==> config.mk <==
export PLATFORM = sky130hd
export DESIGN_NAME = output_on_off_delay_sequencer
export DESIGN_NICKNAME = d
export VERILOG_FILES = /design/src/core/seq_pkg.sv /design/src/core/output_on_off_delay_sequencer.sv /design/src/core/delay_timer.sv
export VERILOG_INCLUDE_DIRS = /design/src /design/src/core
export SDC_FILE = /design/constraint.sdc
export NUM_CORES = 1
export LEC_CHECK = 0
export ABC_AREA = 1
export ABC_CLOCK_PERIOD_IN_PS = 3800
export BUFFER_PORTS_ARGS = -buffer_cell sky130_fd_sc_hd__buf_4
export CORE_UTILIZATION = 50
export CTS_BUF_LIST = sky130_fd_sc_hd__clkbuf_8
export CTS_CLUSTER_DIAMETER = 50
export DETAILED_ROUTE_END_ITERATION = 10
export PLACE_DENSITY = 0.73
export SLEW_MARGIN = 20
export SYNTH_ARGS = -nofsm -noshare
export SYNTH_HDL_FRONTEND = slang
export SYNTH_HIERARCHICAL = 1
export SYNTH_SLANG_ARGS = --single-unit
==> constraint.sdc <==
create_clock -name core_clk_i -period 3.8 [get_ports core_clk_i]
set_input_delay 0 -clock core_clk_i [delete_from_list [all_inputs] [get_ports core_clk_i]]
set_output_delay 0 -clock core_clk_i [all_outputs]
set_load 0.01 [all_outputs]
==> src/core/seq_defs.svh <==
// Constants of the output on/off delay sequencer: command codes, field positions,
// reset values and timing counts. Assumes a 100 MHz core clock.
// Operation
// - Enable high: wait turn-on code delay (bits 7:5) before soft-start begins.
// - Enable low: wait turn-off code delay (bits 3:1) before output disables.
// - Turn-off delay resets to zero, so output shuts off at once.
// - Delay register bits 4 and 0 ignore writes and read zero.
// - Delay equals code value times soft-start ramp time, 0 through 7.
// - Spare word top nibble sets valley duration and PWM float level per channel.
// - Spare word low bits are read-only trim; host writes ignored.
// - Spare word top nibble powers up as 3; store saves current settings.
// - Delay register paged: 0 channel 1, 1 channel 2, 11 both.
// - Follower channel ignores delay writes; on forced 50 us, off zero.
// - Valley limit enabled: event lasts at most 3 clocks, then blocked 2.
`ifndef SEQ_DEFS_SVH
`define SEQ_DEFS_SVH

// ------------------------------------------------------------
// Command codes
// ------------------------------------------------------------
`define CMD_SPARE_WORD     8'he0
`define CMD_SEQ_DELAY      8'hd8

// ------------------------------------------------------------
// Page codes
// ------------------------------------------------------------
`define PAGE_CH1           2'b00
`define PAGE_CH2           2'b01
`define PAGE_BOTH          2'b11

// ------------------------------------------------------------
// Field positions
// ------------------------------------------------------------
`define ON_CODE_MSB        7
`define ON_CODE_LSB        5
`define OFF_CODE_MSB       3
`define OFF_CODE_LSB       1
`define SPARE_HI_MSB       15
`define SPARE_HI_LSB       12
`define SPARE_DIS_BIT      2
`define SPARE_CH2_BIT      1
`define SPARE_CH1_BIT      0

// ------------------------------------------------------------
// Reset values
// ------------------------------------------------------------
`define SEQ_CODE_RESET     3'h0
`define SPARE_HI_RESET     4'h3
`define TRIM_RESET         12'h000

// ------------------------------------------------------------
// Timing
// ------------------------------------------------------------
`define CLK_MHZ            100
`define TON_MIN_US         50
`define TON_MIN_CYCLES     (`TON_MIN_US * `CLK_MHZ)
`define RAMP_TIME_US       1000
`define RAMP_CYCLES        (`RAMP_TIME_US * `CLK_MHZ)
`define VALLEY_ACTIVE_LAST 2'd2
`define VALLEY_BLOCK_LAST  2'd1

`endif

==> src/core/seq_pkg.sv <==
// Types of the output on/off delay sequencer.
// Assumes seq_defs.svh for all numeric constants.
package seq_pkg;

	// ------------------------------------------------------------
	// Channel sequencing states
	// ------------------------------------------------------------
	typedef enum logic [3:0] {
		CH_OFF      = 4'b0001,
		CH_ON_WAIT  = 4'b0010,
		CH_RUN      = 4'b0100,
		CH_OFF_WAIT = 4'b1000
	} ch_state_t;

	// ------------------------------------------------------------
	// Whole state of the sequencer top
	// ------------------------------------------------------------
	typedef struct packed {
		ch_state_t [1:0]       ch;
		logic      [1:0][2:0]  on_code;
		logic      [1:0][2:0]  off_code;
		logic      [3:0]       spare_hi;
		logic      [11:0]      trim;
		logic      [1:0]       output_en;
		logic      [1:0]       soft_start;
		logic      [1:0]       valley_active;
		logic      [1:0]       valley_block;
		logic      [1:0][1:0]  valley_cnt;
		logic      [15:0]      rdata;
		logic                  rvalid;
		logic                  nack;
		logic                  nvm_wr;
		logic      [7:0]       nvm_seq1;
		logic      [7:0]       nvm_seq2;
		logic      [15:0]      nvm_spare;
	} seq_state_t;

	// ------------------------------------------------------------
	// Whole state of the delay timer
	// ------------------------------------------------------------
	typedef struct packed {
		logic [31:0] unit_len;
		logic [31:0] tick;
		logic [2:0]  units;
		logic        busy;
		logic        done;
	} timer_state_t;

endpackage : seq_pkg

==> src/core/output_on_off_delay_sequencer.sv <==
// Two-channel output turn-on / turn-off delay sequencer with its command registers.
// Assumes command strobes, page and enables are synchronous to core_clk_i and an
// external non-volatile store that loads and saves through the nvm ports.
`timescale 1ns/10ps
`include "seq_defs.svh"
module output_on_off_delay_sequencer
	import seq_pkg::*;
#(
	parameter int RAMP_CYCLES    = `RAMP_CYCLES,
	parameter int TON_MIN_CYCLES = `TON_MIN_CYCLES
)(
	input  wire logic        core_clk_i,
	input  wire logic        nrst_i,
	input  wire logic [1:0]  enable_i,
	input  wire logic [1:0]  follower_i,
	input  wire logic [1:0]  page_i,
	input  wire logic        cmd_wr_i,
	input  wire logic        cmd_rd_i,
	input  wire logic [7:0]  cmd_code_i,
	input  wire logic [15:0] cmd_wdata_i,
	output logic      [15:0] cmd_rdata_o,
	output logic             cmd_rvalid_o,
	output logic             cmd_nack_o,
	input  wire logic        store_i,
	input  wire logic        nvm_load_i,
	input  wire logic [7:0]  nvm_seq1_i,
	input  wire logic [7:0]  nvm_seq2_i,
	input  wire logic [15:0] nvm_spare_i,
	output logic             nvm_wr_o,
	output logic      [7:0]  nvm_seq1_o,
	output logic      [7:0]  nvm_seq2_o,
	output logic      [15:0] nvm_spare_o,
	input  wire logic        valley_clk_en_i,
	input  wire logic [1:0]  valley_req_i,
	output logic      [1:0]  valley_active_o,
	output logic      [1:0]  output_en_o,
	output logic      [1:0]  soft_start_o,
	output logic      [1:0]  float_level_force_o,
	output logic      [11:0] trim_o
);
	localparam seq_state_t SEQ_RESET = '{
		ch:            '{CH_OFF, CH_OFF},
		on_code:       '{`SEQ_CODE_RESET, `SEQ_CODE_RESET},
		off_code:      '{`SEQ_CODE_RESET, `SEQ_CODE_RESET},
		spare_hi:      `SPARE_HI_RESET,
		trim:          `TRIM_RESET,
		nvm_spare:     16'h0000,
		rdata:         16'h0000,
		default:       '0
	};

	seq_state_t        s;
	seq_state_t        next_s;
	logic [1:0]        tmr_start;
	logic [1:0][2:0]   tmr_units;
	logic [1:0][31:0]  tmr_unit;
	logic [1:0]        tmr_done;
	logic [1:0]        sel;

	// ------------------------------------------------------------
	// Decoding helpers
	// ------------------------------------------------------------
	function automatic logic [1:0] page_mask(input logic [1:0] page);
		case (page)
			`PAGE_CH1:  page_mask = 2'b01;
			`PAGE_CH2:  page_mask = 2'b10;
			`PAGE_BOTH: page_mask = 2'b11;
			default:    page_mask = 2'b00;
		endcase
	endfunction : page_mask

	// Unimplemented bits 4 and 0 are never stored and always read zero
	function automatic logic [7:0] pack_delay(input logic [2:0] on_c, input logic [2:0] off_c);
		pack_delay = {on_c, 1'b0, off_c, 1'b0};
	endfunction : pack_delay

	// ------------------------------------------------------------
	// Next-state logic
	// ------------------------------------------------------------
	always_comb begin
		next_s = s;
		next_s.soft_start = 2'b00;
		next_s.rvalid = 1'b0;
		next_s.nack = 1'b0;
		next_s.nvm_wr = 1'b0;
		tmr_start = 2'b00;
		tmr_units = '0;
		tmr_unit = '0;
		sel = page_mask(page_i);

		// Power-up image from the non-volatile store
		if (nvm_load_i) begin
			next_s.on_code[0] = nvm_seq1_i[`ON_CODE_MSB:`ON_CODE_LSB];
			next_s.off_code[0] = nvm_seq1_i[`OFF_CODE_MSB:`OFF_CODE_LSB];
			next_s.on_code[1] = nvm_seq2_i[`ON_CODE_MSB:`ON_CODE_LSB];
			next_s.off_code[1] = nvm_seq2_i[`OFF_CODE_MSB:`OFF_CODE_LSB];
			next_s.spare_hi = nvm_spare_i[`SPARE_HI_MSB:`SPARE_HI_LSB];
			next_s.trim = nvm_spare_i[11:0];
		end

		// ------------------------------------------------------------
		// Command writes; a write in the same cycle as a load wins
		// ------------------------------------------------------------
		if (cmd_wr_i) begin
			case (cmd_code_i)
				`CMD_SEQ_DELAY: begin
					if (sel == 2'b00) begin
						next_s.nack = 1'b1;
					end
					for (int c = 0; c < 2; c++) begin
						if (sel[c]) begin
							if (follower_i[c]) begin
								next_s.nack = 1'b1;
							end else begin
								next_s.on_code[c] = cmd_wdata_i[`ON_CODE_MSB:`ON_CODE_LSB];
								next_s.off_code[c] = cmd_wdata_i[`OFF_CODE_MSB:`OFF_CODE_LSB];
							end
						end
					end
				end
				`CMD_SPARE_WORD: begin
					// Trim bits are kept; only the top nibble is writable
					next_s.spare_hi = cmd_wdata_i[`SPARE_HI_MSB:`SPARE_HI_LSB];
				end
				default: begin
					next_s.nack = 1'b1;
				end
			endcase
		end

		// ------------------------------------------------------------
		// Command reads
		// ------------------------------------------------------------
		if (cmd_rd_i) begin
			next_s.rvalid = 1'b1;
			next_s.rdata = 16'h0000;
			case (cmd_code_i)
				`CMD_SEQ_DELAY: begin
					if (sel[0] && !follower_i[0]) begin
						next_s.rdata = {8'h00, pack_delay(s.on_code[0], s.off_code[0])};
					end else if (sel == 2'b10 && !follower_i[1]) begin
						next_s.rdata = {8'h00, pack_delay(s.on_code[1], s.off_code[1])};
					end else begin
						next_s.nack = 1'b1;
					end
				end
				`CMD_SPARE_WORD: begin
					next_s.rdata = {s.spare_hi, s.trim};
				end
				default: begin
					next_s.nack = 1'b1;
				end
			endcase
		end

		// Saves the settings in force before this cycle's command
		if (store_i) begin
			next_s.nvm_wr = 1'b1;
			next_s.nvm_seq1 = pack_delay(s.on_code[0], s.off_code[0]);
			next_s.nvm_seq2 = pack_delay(s.on_code[1], s.off_code[1]);
			next_s.nvm_spare = {s.spare_hi, s.trim};
		end

		// ------------------------------------------------------------
		// Channel sequencing
		// ------------------------------------------------------------
		for (int c = 0; c < 2; c++) begin
			case (s.ch[c])
				CH_OFF: begin
					// Enable is level sensitive, so a request held through a turn-off is taken here
					if (enable_i[c]) begin
						if (follower_i[c]) begin
							next_s.ch[c] = CH_ON_WAIT;
							tmr_start[c] = 1'b1;
							tmr_units[c] = 3'h1;
							tmr_unit[c] = 32'(TON_MIN_CYCLES);
						end else if (s.on_code[c] == 3'h0) begin
							next_s.ch[c] = CH_RUN;
							next_s.soft_start[c] = 1'b1;
							next_s.output_en[c] = 1'b1;
						end else begin
							next_s.ch[c] = CH_ON_WAIT;
							tmr_start[c] = 1'b1;
							tmr_units[c] = s.on_code[c];
							tmr_unit[c] = 32'(RAMP_CYCLES);
						end
					end
				end
				CH_ON_WAIT: begin
					if (!enable_i[c]) begin
						// Abandoned turn-on; the timer finishes unseen
						next_s.ch[c] = CH_OFF;
					end else if (tmr_done[c]) begin
						next_s.ch[c] = CH_RUN;
						next_s.soft_start[c] = 1'b1;
						next_s.output_en[c] = 1'b1;
					end
				end
				CH_RUN: begin
					if (!enable_i[c]) begin
						if (follower_i[c] || s.off_code[c] == 3'h0) begin
							next_s.ch[c] = CH_OFF;
							next_s.output_en[c] = 1'b0;
						end else begin
							next_s.ch[c] = CH_OFF_WAIT;
							tmr_start[c] = 1'b1;
							tmr_units[c] = s.off_code[c];
							tmr_unit[c] = 32'(RAMP_CYCLES);
						end
					end
				end
				CH_OFF_WAIT: begin
					// Turn-on requests are not taken until the output is off
					if (tmr_done[c]) begin
						next_s.ch[c] = CH_OFF;
						next_s.output_en[c] = 1'b0;
					end
				end
				default: begin
					next_s.ch[c] = CH_OFF;
					next_s.output_en[c] = 1'b0;
				end
			endcase
		end

		// ------------------------------------------------------------
		// Adaptive valley limiter, stepped once per switching clock
		// ------------------------------------------------------------
		if (valley_clk_en_i) begin
			for (int c = 0; c < 2; c++) begin
				if (s.spare_hi[`SPARE_DIS_BIT]) begin
					next_s.valley_active[c] = valley_req_i[c];
					next_s.valley_block[c] = 1'b0;
					next_s.valley_cnt[c] = 2'd0;
				end else if (s.valley_block[c]) begin
					next_s.valley_active[c] = 1'b0;
					next_s.valley_cnt[c] = s.valley_cnt[c] + 2'd1;
					if (s.valley_cnt[c] == `VALLEY_BLOCK_LAST) begin
						next_s.valley_block[c] = 1'b0;
						next_s.valley_cnt[c] = 2'd0;
					end
				end else if (s.valley_active[c]) begin
					if (!valley_req_i[c]) begin
						next_s.valley_active[c] = 1'b0;
						next_s.valley_cnt[c] = 2'd0;
					end else if (s.valley_cnt[c] == `VALLEY_ACTIVE_LAST) begin
						next_s.valley_active[c] = 1'b0;
						next_s.valley_block[c] = 1'b1;
						next_s.valley_cnt[c] = 2'd0;
					end else begin
						next_s.valley_cnt[c] = s.valley_cnt[c] + 2'd1;
					end
				end else if (valley_req_i[c]) begin
					next_s.valley_active[c] = 1'b1;
					next_s.valley_cnt[c] = 2'd0;
				end
			end
		end
	end

	// ------------------------------------------------------------
	// State register
	// ------------------------------------------------------------
	always_ff @(posedge core_clk_i or negedge nrst_i) begin
		if (!nrst_i) begin
			s <= SEQ_RESET;
		end else begin
			s <= next_s;
		end
	end

	// ------------------------------------------------------------
	// Delay timers, one per channel
	// ------------------------------------------------------------
	for (genvar g = 0; g < 2; g++) begin : g_timer
		delay_timer u_timer (
			.core_clk_i    (core_clk_i),
			.nrst_i        (nrst_i),
			.start_i       (tmr_start[g]),
			.units_i       (tmr_units[g]),
			.unit_cycles_i (tmr_unit[g]),
			.busy_o        (),
			.done_o        (tmr_done[g])
		);
	end

	// ------------------------------------------------------------
	// Outputs, all straight from the state register
	// ------------------------------------------------------------
	assign cmd_rdata_o = s.rdata;
	assign cmd_rvalid_o = s.rvalid;
	assign cmd_nack_o = s.nack;
	assign nvm_wr_o = s.nvm_wr;
	assign nvm_seq1_o = s.nvm_seq1;
	assign nvm_seq2_o = s.nvm_seq2;
	assign nvm_spare_o = s.nvm_spare;
	assign valley_active_o = s.valley_active;
	assign output_en_o = s.output_en;
	assign soft_start_o = s.soft_start;
	assign float_level_force_o = {s.spare_hi[`SPARE_CH2_BIT], s.spare_hi[`SPARE_CH1_BIT]};
	assign trim_o = s.trim;

endmodule : output_on_off_delay_sequencer

==> src/core/delay_timer.sv <==
// Delay timer counting whole units of a programmable length.
// Assumes start_i is a one-cycle pulse with units_i nonzero.
`timescale 1ns/10ps
module delay_timer
	import seq_pkg::*;
(
	input  wire logic        core_clk_i,
	input  wire logic        nrst_i,
	input  wire logic        start_i,
	input  wire logic [2:0]  units_i,
	input  wire logic [31:0] unit_cycles_i,
	output logic             busy_o,
	output logic             done_o
);
	timer_state_t s;
	timer_state_t next_s;

	// ------------------------------------------------------------
	// Unit counting
	// ------------------------------------------------------------
	always_comb begin
		next_s = s;
		next_s.done = 1'b0;
		if (start_i) begin
			// Unit length latched so a later change cannot stretch a running delay
			next_s.busy = 1'b1;
			next_s.units = units_i;
			next_s.unit_len = unit_cycles_i;
			next_s.tick = unit_cycles_i - 32'h00000001;
		end else if (s.busy) begin
			if (s.tick == 32'h00000000) begin
				if (s.units == 3'h1) begin
					next_s.busy = 1'b0;
					next_s.done = 1'b1;
				end else begin
					next_s.units = s.units - 3'h1;
					next_s.tick = s.unit_len - 32'h00000001;
				end
			end else begin
				next_s.tick = s.tick - 32'h00000001;
			end
		end
	end

	always_ff @(posedge core_clk_i or negedge nrst_i) begin
		if (!nrst_i) begin
			s <= '0;
		end else begin
			s <= next_s;
		end
	end

	assign busy_o = s.busy;
	assign done_o = s.done;

endmodule : delay_timer

### Word level (Yosys, flattened, before mapping)

Index checks and enable logic that the tools add are counted.
W data, S select, Z words.

| word-level totals | value |
|---|---|
| memory bits (writable) | 0 |
| ROM bits | 0 |
| flip-flop bits (word level) | 233 |
| logic and storage cells | 277 |
| memories | 0 |
| latch bits | 0 |
| output and inout port bits | 71 |
| bits of input ports | 71 |

| cells by class | value |
|---|---|
| order comparisons | 0 |
| add/sub/neg operators | 10 |
| shift operators | 0 |
| multiply operators | 0 |
| divide/modulo/power cells | 0 |
| equality and inequality tests | 41 |
| bitwise operators | 0 |
| muxes and demuxes | 164 |
| reduce and logical (&&, ||, !) cells | 30 |

Operators by type and width:

| operator | count |
|---|---|
| $mux W17 | 10 |
| $sub A32 B1 Y32 const B | 4 |
| $mux W37 | 2 |
| $mux W36 | 2 |
| $mux W1 | 70 |
| $mux W35 | 2 |
| $pmux W17 S2 | 2 |
| $mux W3 | 22 |
| $logic_not A32 Y1 | 2 |
| $mux W32 | 2 |
| $mux W4 | 13 |
| $sub A17 B1 Y18 const B | 2 |
| $mux W2 | 17 |
| $mux W33 | 1 |
| $pmux W16 S2 | 1 |
| $pmux W4 S4 | 2 |
| $mux W28 | 1 |
| $ne A2 B2 Y1 const B | 12 |
| $eq A8 B8 Y1 const B | 2 |
| $mux W16 | 1 |
| $mux W8 | 2 |
| $reduce_and A8 Y1 | 2 |
| $logic_not A3 Y1 | 4 |
| $mux W12 | 1 |
| 25 further kinds | 66 |

### Longest topological paths before layout

Gate-level depths: netlist of run 1.

| depth | value |
|---|---|
| depth in word-level cells | 14 |
| gate-level depth with buffers | 20 |
| mapped depth without buffers | 20 |

### Modules after synthesis

Netlist of run 1, hierarchy kept.

Modules (own cells, without submodules):

| module | sequential area each (um^2) | instances | area each (um^2) | cells each |
|---|---|---|---|---|
| delay_timer (g_timer[1].u_timer) | 1726.7 | 1 | 5134.9 | 824 |
| delay_timer (g_timer[0].u_timer) | 1726.7 | 1 | 5111.2 | 811 |
| output_on_off_delay_sequencer | 2382.3 | 1 | 5078.6 | 646 |

### Worst setup path after synthesis of run 1

No wires, ideal clock.

| path | value |
|---|---|
| kind | reg2reg |
| start point | reg s[95] (netlist name) |
| end point | reg g_timer[1].u_timer/s[24] (netlist name) |
| arrival | 2.934 ns |
| data required time | 3.661 ns |
| library setup time | 0.139 ns |
| clock period less this slack | 3.072 ns |
| path slack | 0.728 ns |
| path buffers | 0 |
| stages on the path, launching flop included | 20 |
| path through | dfstp_2 -> inv_1 -> nor2_1 -> nand2_1 -> inv_1 -> nand3_1 -> o21ai_0 -> nor2_1 -> nand2_1 -> nor2_1 -> nand2_1 -> nor2_1 -> nand2_1 -> nor2_1 -> nand2_1 -> nor2_1 -> o21ai_0 -> a21oi_1 -> nor2_1 -> a22oi_1 |

RTL lines:

| what | line | RTL |
|---|---|---|
| end signal, assigned | delay_timer.sv:49 | `s <= next_s;` |
| end, declared | delay_timer.sv:15 | `timer_state_t s;` |

==> impl_metrics.env, run 1 <==
export IMPL_hp_class="in2reg"
export IMPL_cts_buffers=45
export IMPL_max_freq_mhz=302
export IMPL_nets=2726
export IMPL_tightest_slew_ns=1.00
export IMPL_initial_core_util=0.513
export IMPL_io_pins=142
export IMPL_timing_slew_headroom=0.333
export IMPL_tns_ns=0
export IMPL_rsz0062_at_grt="false"
export IMPL_cts_sinks=233
export IMPL_syn_area_sq_um=15300
export IMPL_fin_crit_sh=0.872
export IMPL_die_x_um=177
export IMPL_synth_area_top_cells="dfrtp_1 37%, nand2_1 15%, nor2_1 9.2%"
export IMPL_synth_avg_cell_area_sq_um=6.72
export IMPL_post_cts_resized=0
export IMPL_port_buffer_count=127
export IMPL_coreArea_sq_um=29900
export IMPL_report_final_slew_viol_count=0
export IMPL_leakagePower_nw=9.50
export IMPL_first_global_vias=15421
export IMPL_hold_violations=0
export IMPL_final_setup_skew_ns=0.0340
export IMPL_num_vias=15915
export IMPL_grt_max_degree=122
export IMPL_ant_nets=0
export IMPL_track_usage=0.310
export IMPL_wl_per_cell_um=15.4
export IMPL_synth_common_cells="605 x nand2_1, 376 x nor2_1, 229 x dfrtp_1"
export IMPL_setup_viol=0
export IMPL_finalPower_mw=11.6
export IMPL_rows=63
export IMPL_clockRootBuffer="clkbuf_8"
export IMPL_synthFlopType="dfrtp_1"
export IMPL_synthToLayoutAreaGrowth_pct=24.0
export IMPL_hpwlAfterDp_um=32700
export IMPL_powerDensity_nw_per_um2=612
export IMPL_required_ns=4.30
export IMPL_ir_worst_vdd_mv=0.373
export IMPL_crit_path_end_kind="flip-flop"
export IMPL_critPathKind="reg2reg"
export IMPL_die_h_um=177
export IMPL_yosysSeqAreaShare=0.381
export IMPL_cap_violations=0
export IMPL_viasPerCell=5.18
export IMPL_path_clk_slew_ns=0.06
export IMPL_holdBufCountCts=108
export IMPL_synth_warnings=6
export IMPL_clock_path_buffers=3
export IMPL_synthCells=2281
export IMPL_cp_arrival_ns=3.81
export IMPL_wirelength_um=47200
export IMPL_yosysUniqueCellTypes=49
export IMPL_start_kind="flip-flop"
export IMPL_synth_edf_count=0
export IMPL_cts_tree="built"
export IMPL_cts_htree_levels=2
export IMPL_post_cts_buffers=0
export IMPL_place_congestion=0.995
export IMPL_clkLatencyLatePin_ns=0.60
export IMPL_period_needed_ns=3.31
export IMPL_synth_seq_cells=233
export IMPL_drt_iter0_markers=1276
export IMPL_async_flop_share=1.00
export IMPL_grt_overflow_total=0
export IMPL_drive_gt1_frac=0.111
export IMPL_die_area_sq_um=31400
export IMPL_grt_pass1_wl_um=77400
export IMPL_drc=0
export IMPL_crit_path_max_fanout=17
export IMPL_synth_top_area_cell="dfrtp_1"
export IMPL_first_pass_iters=9
export IMPL_status="complete, no violations"
export IMPL_yosysMostFrequentCell="nand2_1"
export IMPL_yosysTopAreaCellShare=0.374
export IMPL_num_antenna_cells=0
export IMPL_antenna_found_initial=0
stage by stage:
step | instances | instance area [sq um] | hold WS, ns | setup WS, ns | util
finish | 3070 | 19000 | 0.0539 | 0.486 | 0.636
global route | 3070 | 19000 | 0.0760 | 0.101 | 0.636
detailed placement | 2878 | 16900 | 0.177 | 0.544 | 0.564
floorplan | 2467 | 16000 | -0.296 | 0.728 | -
global placement | 2878 | 16900 | 0.167 | 0.614 | 0.564
CTS | 3070 | 19000 | 0.00287 | 0.527 | 0.636
kinds of logic (layout without fill, tap and decap cells):
| kind of cell | Yosys count | after routing | share of synthesized area |
|---|---|---|---|
| simple gates | 1212 | 1212 | 0.331 |
| compound gates | 427 | 427 | 0.152 |
| buf+inv | 373 | 586 | 0.114 |
| flops | 233 | 233 | 0.381 |
| xor+xnor | 23 | 23 | 0.0131 |
| fa+ha+maj | 12 | 12 | 0.00980 |
| other cells | 1 | 187 | 0.000245 |
worst max-delay path, stage by stage (launching register included):
cell	delay, ns
dfrtp_1	0.36
inv_1	0.19
nand3_1	0.16
nand2_1	0.09
nor2_1	0.05
nand2_1	0.22
o21ai_1	0.17
buf_4	0.23
nor2_1	0.12
nand2_1	0.09
nor2_1	0.30
nand2_1	0.11
inv_1	0.14
nand3_1	0.15
nor2_1	0.31
inv_1	0.11
a21oi_1	0.14
a21oi_1	0.10
a21oi_1	0.16
per-layer routing:
metal  track usage  share of wire  wire (um)
met2         0.506           0.46      21800
met3        0.0425          0.057       2700
met1         0.405           0.43      20400
met4         0.150          0.047       2200
met5             0              0          0
worst paths after layout:
check                                    start                  endpoint  slack [ns]  depth (start not counted)
worst max-delay path                     s[81]  g_timer[0].u_timer/s[25]        0.49                         18
worst min-delay path             cmd_code_i[0]            cmd_rdata_o[3]        0.05                          8
worst max register to register           s[81]  g_timer[0].u_timer/s[25]        0.49                         18
worst min register to register  output_en_o[0]            output_en_o[0]        0.48                          2
max in group asynchronous               nrst_i  g_timer[0].u_timer/s[51]        2.56                          3
min in group asynchronous               nrst_i                     s[52]        0.07                          2
layout make-up:
cell class | count | area, sq um
clock buffers | 57 | 785
clock inverters | 27 | 279
fillers | 2688 | 10900
inverters | 236 | 886
multi-input cells | 1861 | 8460
flip-flops and latches | 233 | 5840
well taps | 390 | 488
repair buffers | 266 | 2270
cell usage in the layout, fill, tap and decap left out, types with 16 or more instances in the layout:
cell type,count
a21oi_1,186
buf_4,157
nor2_1,376
nand2_1,604
a22oi_1,17
nor3_1,16
inv_1,236
nand2_2,18
dlygate4sd3_1,108
o21ai_0,157
clkbuf_8,57
nand3_1,119
conb_1,187
dfrtp_1,229
nand4_1,25
xor2_1,16
power by group:
part,switching [mW],total [mW],leakage [nW],internal [mW]
combinational,3.24,4.85,6.02,1.62
clock,1.21,2.93,0.571,1.71
sequential,0.581,3.86,2.91,3.27
total,5.03,11.6,9.50,6.61
registers in the layout, indices dropped and copies added (netlist names):
signal and cells:
cmd_nack_o 1, nvm_seq2_o 6, nvm_wr_o 1, output_en_o 2
g_timer.u_timer/s 134, float_level_force_o 2, s 28, cmd_rdata_o 16
trim_o 12, nvm_seq1_o 6, nvm_spare_o 16, g_timer.u_timer/busy_o 2
soft_start_o 2, valley_active_o 2, cmd_rvalid_o 1, g_timer.u_timer/done_o 2
Power figures use the tool's default switching activity.
==> run 2, diff against run 1 <==
ABC_CLOCK_PERIOD_IN_PS = 4300   (was 3800)
clock period = 4.3 ns   (was 3.8 ns; I/O delays follow)
==> impl_metrics.env, run 2 (same netlist as run 1, synthesis figures left out) <==
export IMPL_cap_violations=0
export IMPL_period_needed_ns=3.48
export IMPL_setup_viol=0
export IMPL_crit_path_end_kind="flip-flop"
export IMPL_ant_nets=0
export IMPL_path_buf_inv=2
export IMPL_regMostFlops="g_timer.u_timer/s"
export IMPL_start_kind="flip-flop"
export IMPL_crit_path_max_fanout=29
export IMPL_worst_slack_ns=0.823
export IMPL_grt_overflow_total=0
export IMPL_cp_slowest_stage_delay_ns=0.52
export IMPL_die_area_sq_um=31400
export IMPL_viasPerCell=5.15
export IMPL_fin_crit_sh=0.809
export IMPL_path_clk_slew_ns=0.06
export IMPL_wl_per_cell_um=15.3
export IMPL_clkLatencyLatePin_ns=0.56
export IMPL_wirelength_um=46500
export IMPL_place_congestion=0.958
export IMPL_layout_cells_non_filler=3044
export IMPL_final_setup_skew_ns=0.0285
export IMPL_io_pins=142
export IMPL_port_buffer_count=127
export IMPL_cp_arrival_ns=3.92
export IMPL_drive_gt1_frac=0.105
export IMPL_critPathKind="reg2reg"
export IMPL_ir_worst_vdd_mv=0.393
export IMPL_rsz0062_at_grt="false"
export IMPL_tns_ns=0
export IMPL_tightest_slew_ns=0.899
export IMPL_gr_max_usage_layer="met2"
export IMPL_rows=63
export IMPL_cp_depth=12
export IMPL_finalPower_mw=9.86
export IMPL_place_ws_ns=0.937
export IMPL_placed_cells=2869
export IMPL_met3_usage=0.0399
export IMPL_grt_pass1_wl_um=76000
export IMPL_seq_area_sq_um=5840
export IMPL_final_common_cell="nand2_1"
export IMPL_synthToLayoutAreaGrowth_pct=21.9
export IMPL_first_global_vias=15116
export IMPL_largestRegisters="g_timer.u_timer/s (134), s (28)"
export IMPL_grt_util_met1=0.400
export IMPL_antenna_found_initial=0
export IMPL_track_usage=0.303
export IMPL_cts_htree_levels=2
export IMPL_post_route_cell_area_sq_um=18700
export IMPL_hpwlAfterDp_um=32400
export IMPL_powerDensity_nw_per_um2=528
export IMPL_first_pass_iters=5
export IMPL_die_h_um=177
export IMPL_nets=2709
export IMPL_post_cts_resized=0
export IMPL_report_final_slew_viol_count=0
export IMPL_worstRegToRegCells=12
export IMPL_cts_buffers=43
export IMPL_status="complete, no violations"
export IMPL_leakagePower_nw=9.36
export IMPL_met2_usage=0.501
export IMPL_layout_common_cells="604 x nand2_1, 376 x nor2_1, 236 x inv_1, 229 x dfrtp_1, 187 x conb_1"
export IMPL_drc=0
export IMPL_num_antenna_cells=0
export IMPL_post_cts_buffers=0
export IMPL_placed_cell_area_sq_um=16800
export IMPL_multi_input_area_sq_um=8460
export IMPL_timing_slew_headroom=0.395
export IMPL_drt_iter0_markers=1131
export IMPL_max_freq_mhz=288
export IMPL_critical_path_top_delay_family="simple AND/OR/NAND/NOR gates"
export IMPL_cts_tree="built"
export IMPL_fin_hold_ws_ns=0.0387
export IMPL_num_vias=15670
export IMPL_coreArea_sq_um=29900
export IMPL_clock_path_buffers=3
export IMPL_slowest_stage="clkinv_1"
export IMPL_cts_sinks=233
export IMPL_crit_path_frequent_cell="nand2_1"
export IMPL_utilization=0.626
export IMPL_clockRootBuffer="clkbuf_8"
export IMPL_required_ns=4.74
export IMPL_initial_core_util=0.513
export IMPL_worstPathCellList="nor2_1 > nand2_1 > nor2_1 > nand2_1 > nand2_2 > clkinv_1 > nand3_1 > nand2_1 > inv_2 > o21ai_0 > a31oi_1 > a21oi_1"
export IMPL_largest_register_ffs=134
export IMPL_die_x_um=177
export IMPL_holdBufCountCts=102
export IMPL_hold_violations=0
export IMPL_hp_class="in2reg"
export IMPL_holdPathStages=7
export IMPL_n_fill_cell=2690
export IMPL_grt_max_degree=100
## run 2: cell types whose count changed in the layout (fill, tap and decap cells not counted), sizes merged
cell         before  now
buf             158  149
dlygate4sd3     108  102
clkbuf           57   53
bufinv            5    2
clkinvlp          4    1
inv             242  241
## run 2: layout make-up
cell class                 instances  area share
multi-input combinational       1861       0.453
sequential                       233       0.312
timing repair buffer             251       0.115
inverter                         236      0.0474
clock buffer                      53      0.0390
tap                              390      0.0261
clock inverter                    20     0.00770
## run 2: layer usage
layer | share of wire | up-vias
li1 | - | 7805
met1 | 0.44 | 7222
met2 | 0.47 | 507
met3 | 0.054 | 136
met4 | 0.038 | 0
met5 | 0 | -
## run 2: path summary, 6_finish.rpt
| check | startpoint | end | slack, ns |
|---|---|---|---|
| worst max-delay path | s[96] | g_timer[1].u_timer/s[35] | 0.82 |
| worst min-delay path | cmd_code_i[7] | cmd_rdata_o[7] | 0.04 |
| worst max register to register | s[96] | g_timer[1].u_timer/s[35] | 0.82 |
| worst min register to register | g_timer[1].u_timer/s[68] | g_timer[1].u_timer/s[68] | 0.48 |
| max in group asynchronous | nrst_i | g_timer[1].u_timer/s[55] | 3.04 |
| min in group asynchronous | nrst_i | valley_active_o[0] | 0.07 |
## run 2: report_power, final
group	switching (mW)	total (mW)	internal, mW	leakage (nW)
combinational	2.84	4.25	1.41	5.95
sequential	0.523	3.42	2.89	2.91
clock	0.961	2.19	1.23	0.491
total	4.33	9.86	5.53	9.36
## run 2: worst register-to-register path, cell delays in order (launching register included)
cell      delay [ns]
dfrtp_1         0.40
nor2_1          0.19
nand2_1         0.11
nor2_1          0.22
nand2_1         0.18
nand2_2         0.47
clkinv_1        0.53
nand3_1         0.24
nand2_1         0.09
inv_2           0.42
o21ai_0         0.20
a31oi_1         0.22
a21oi_1         0.10
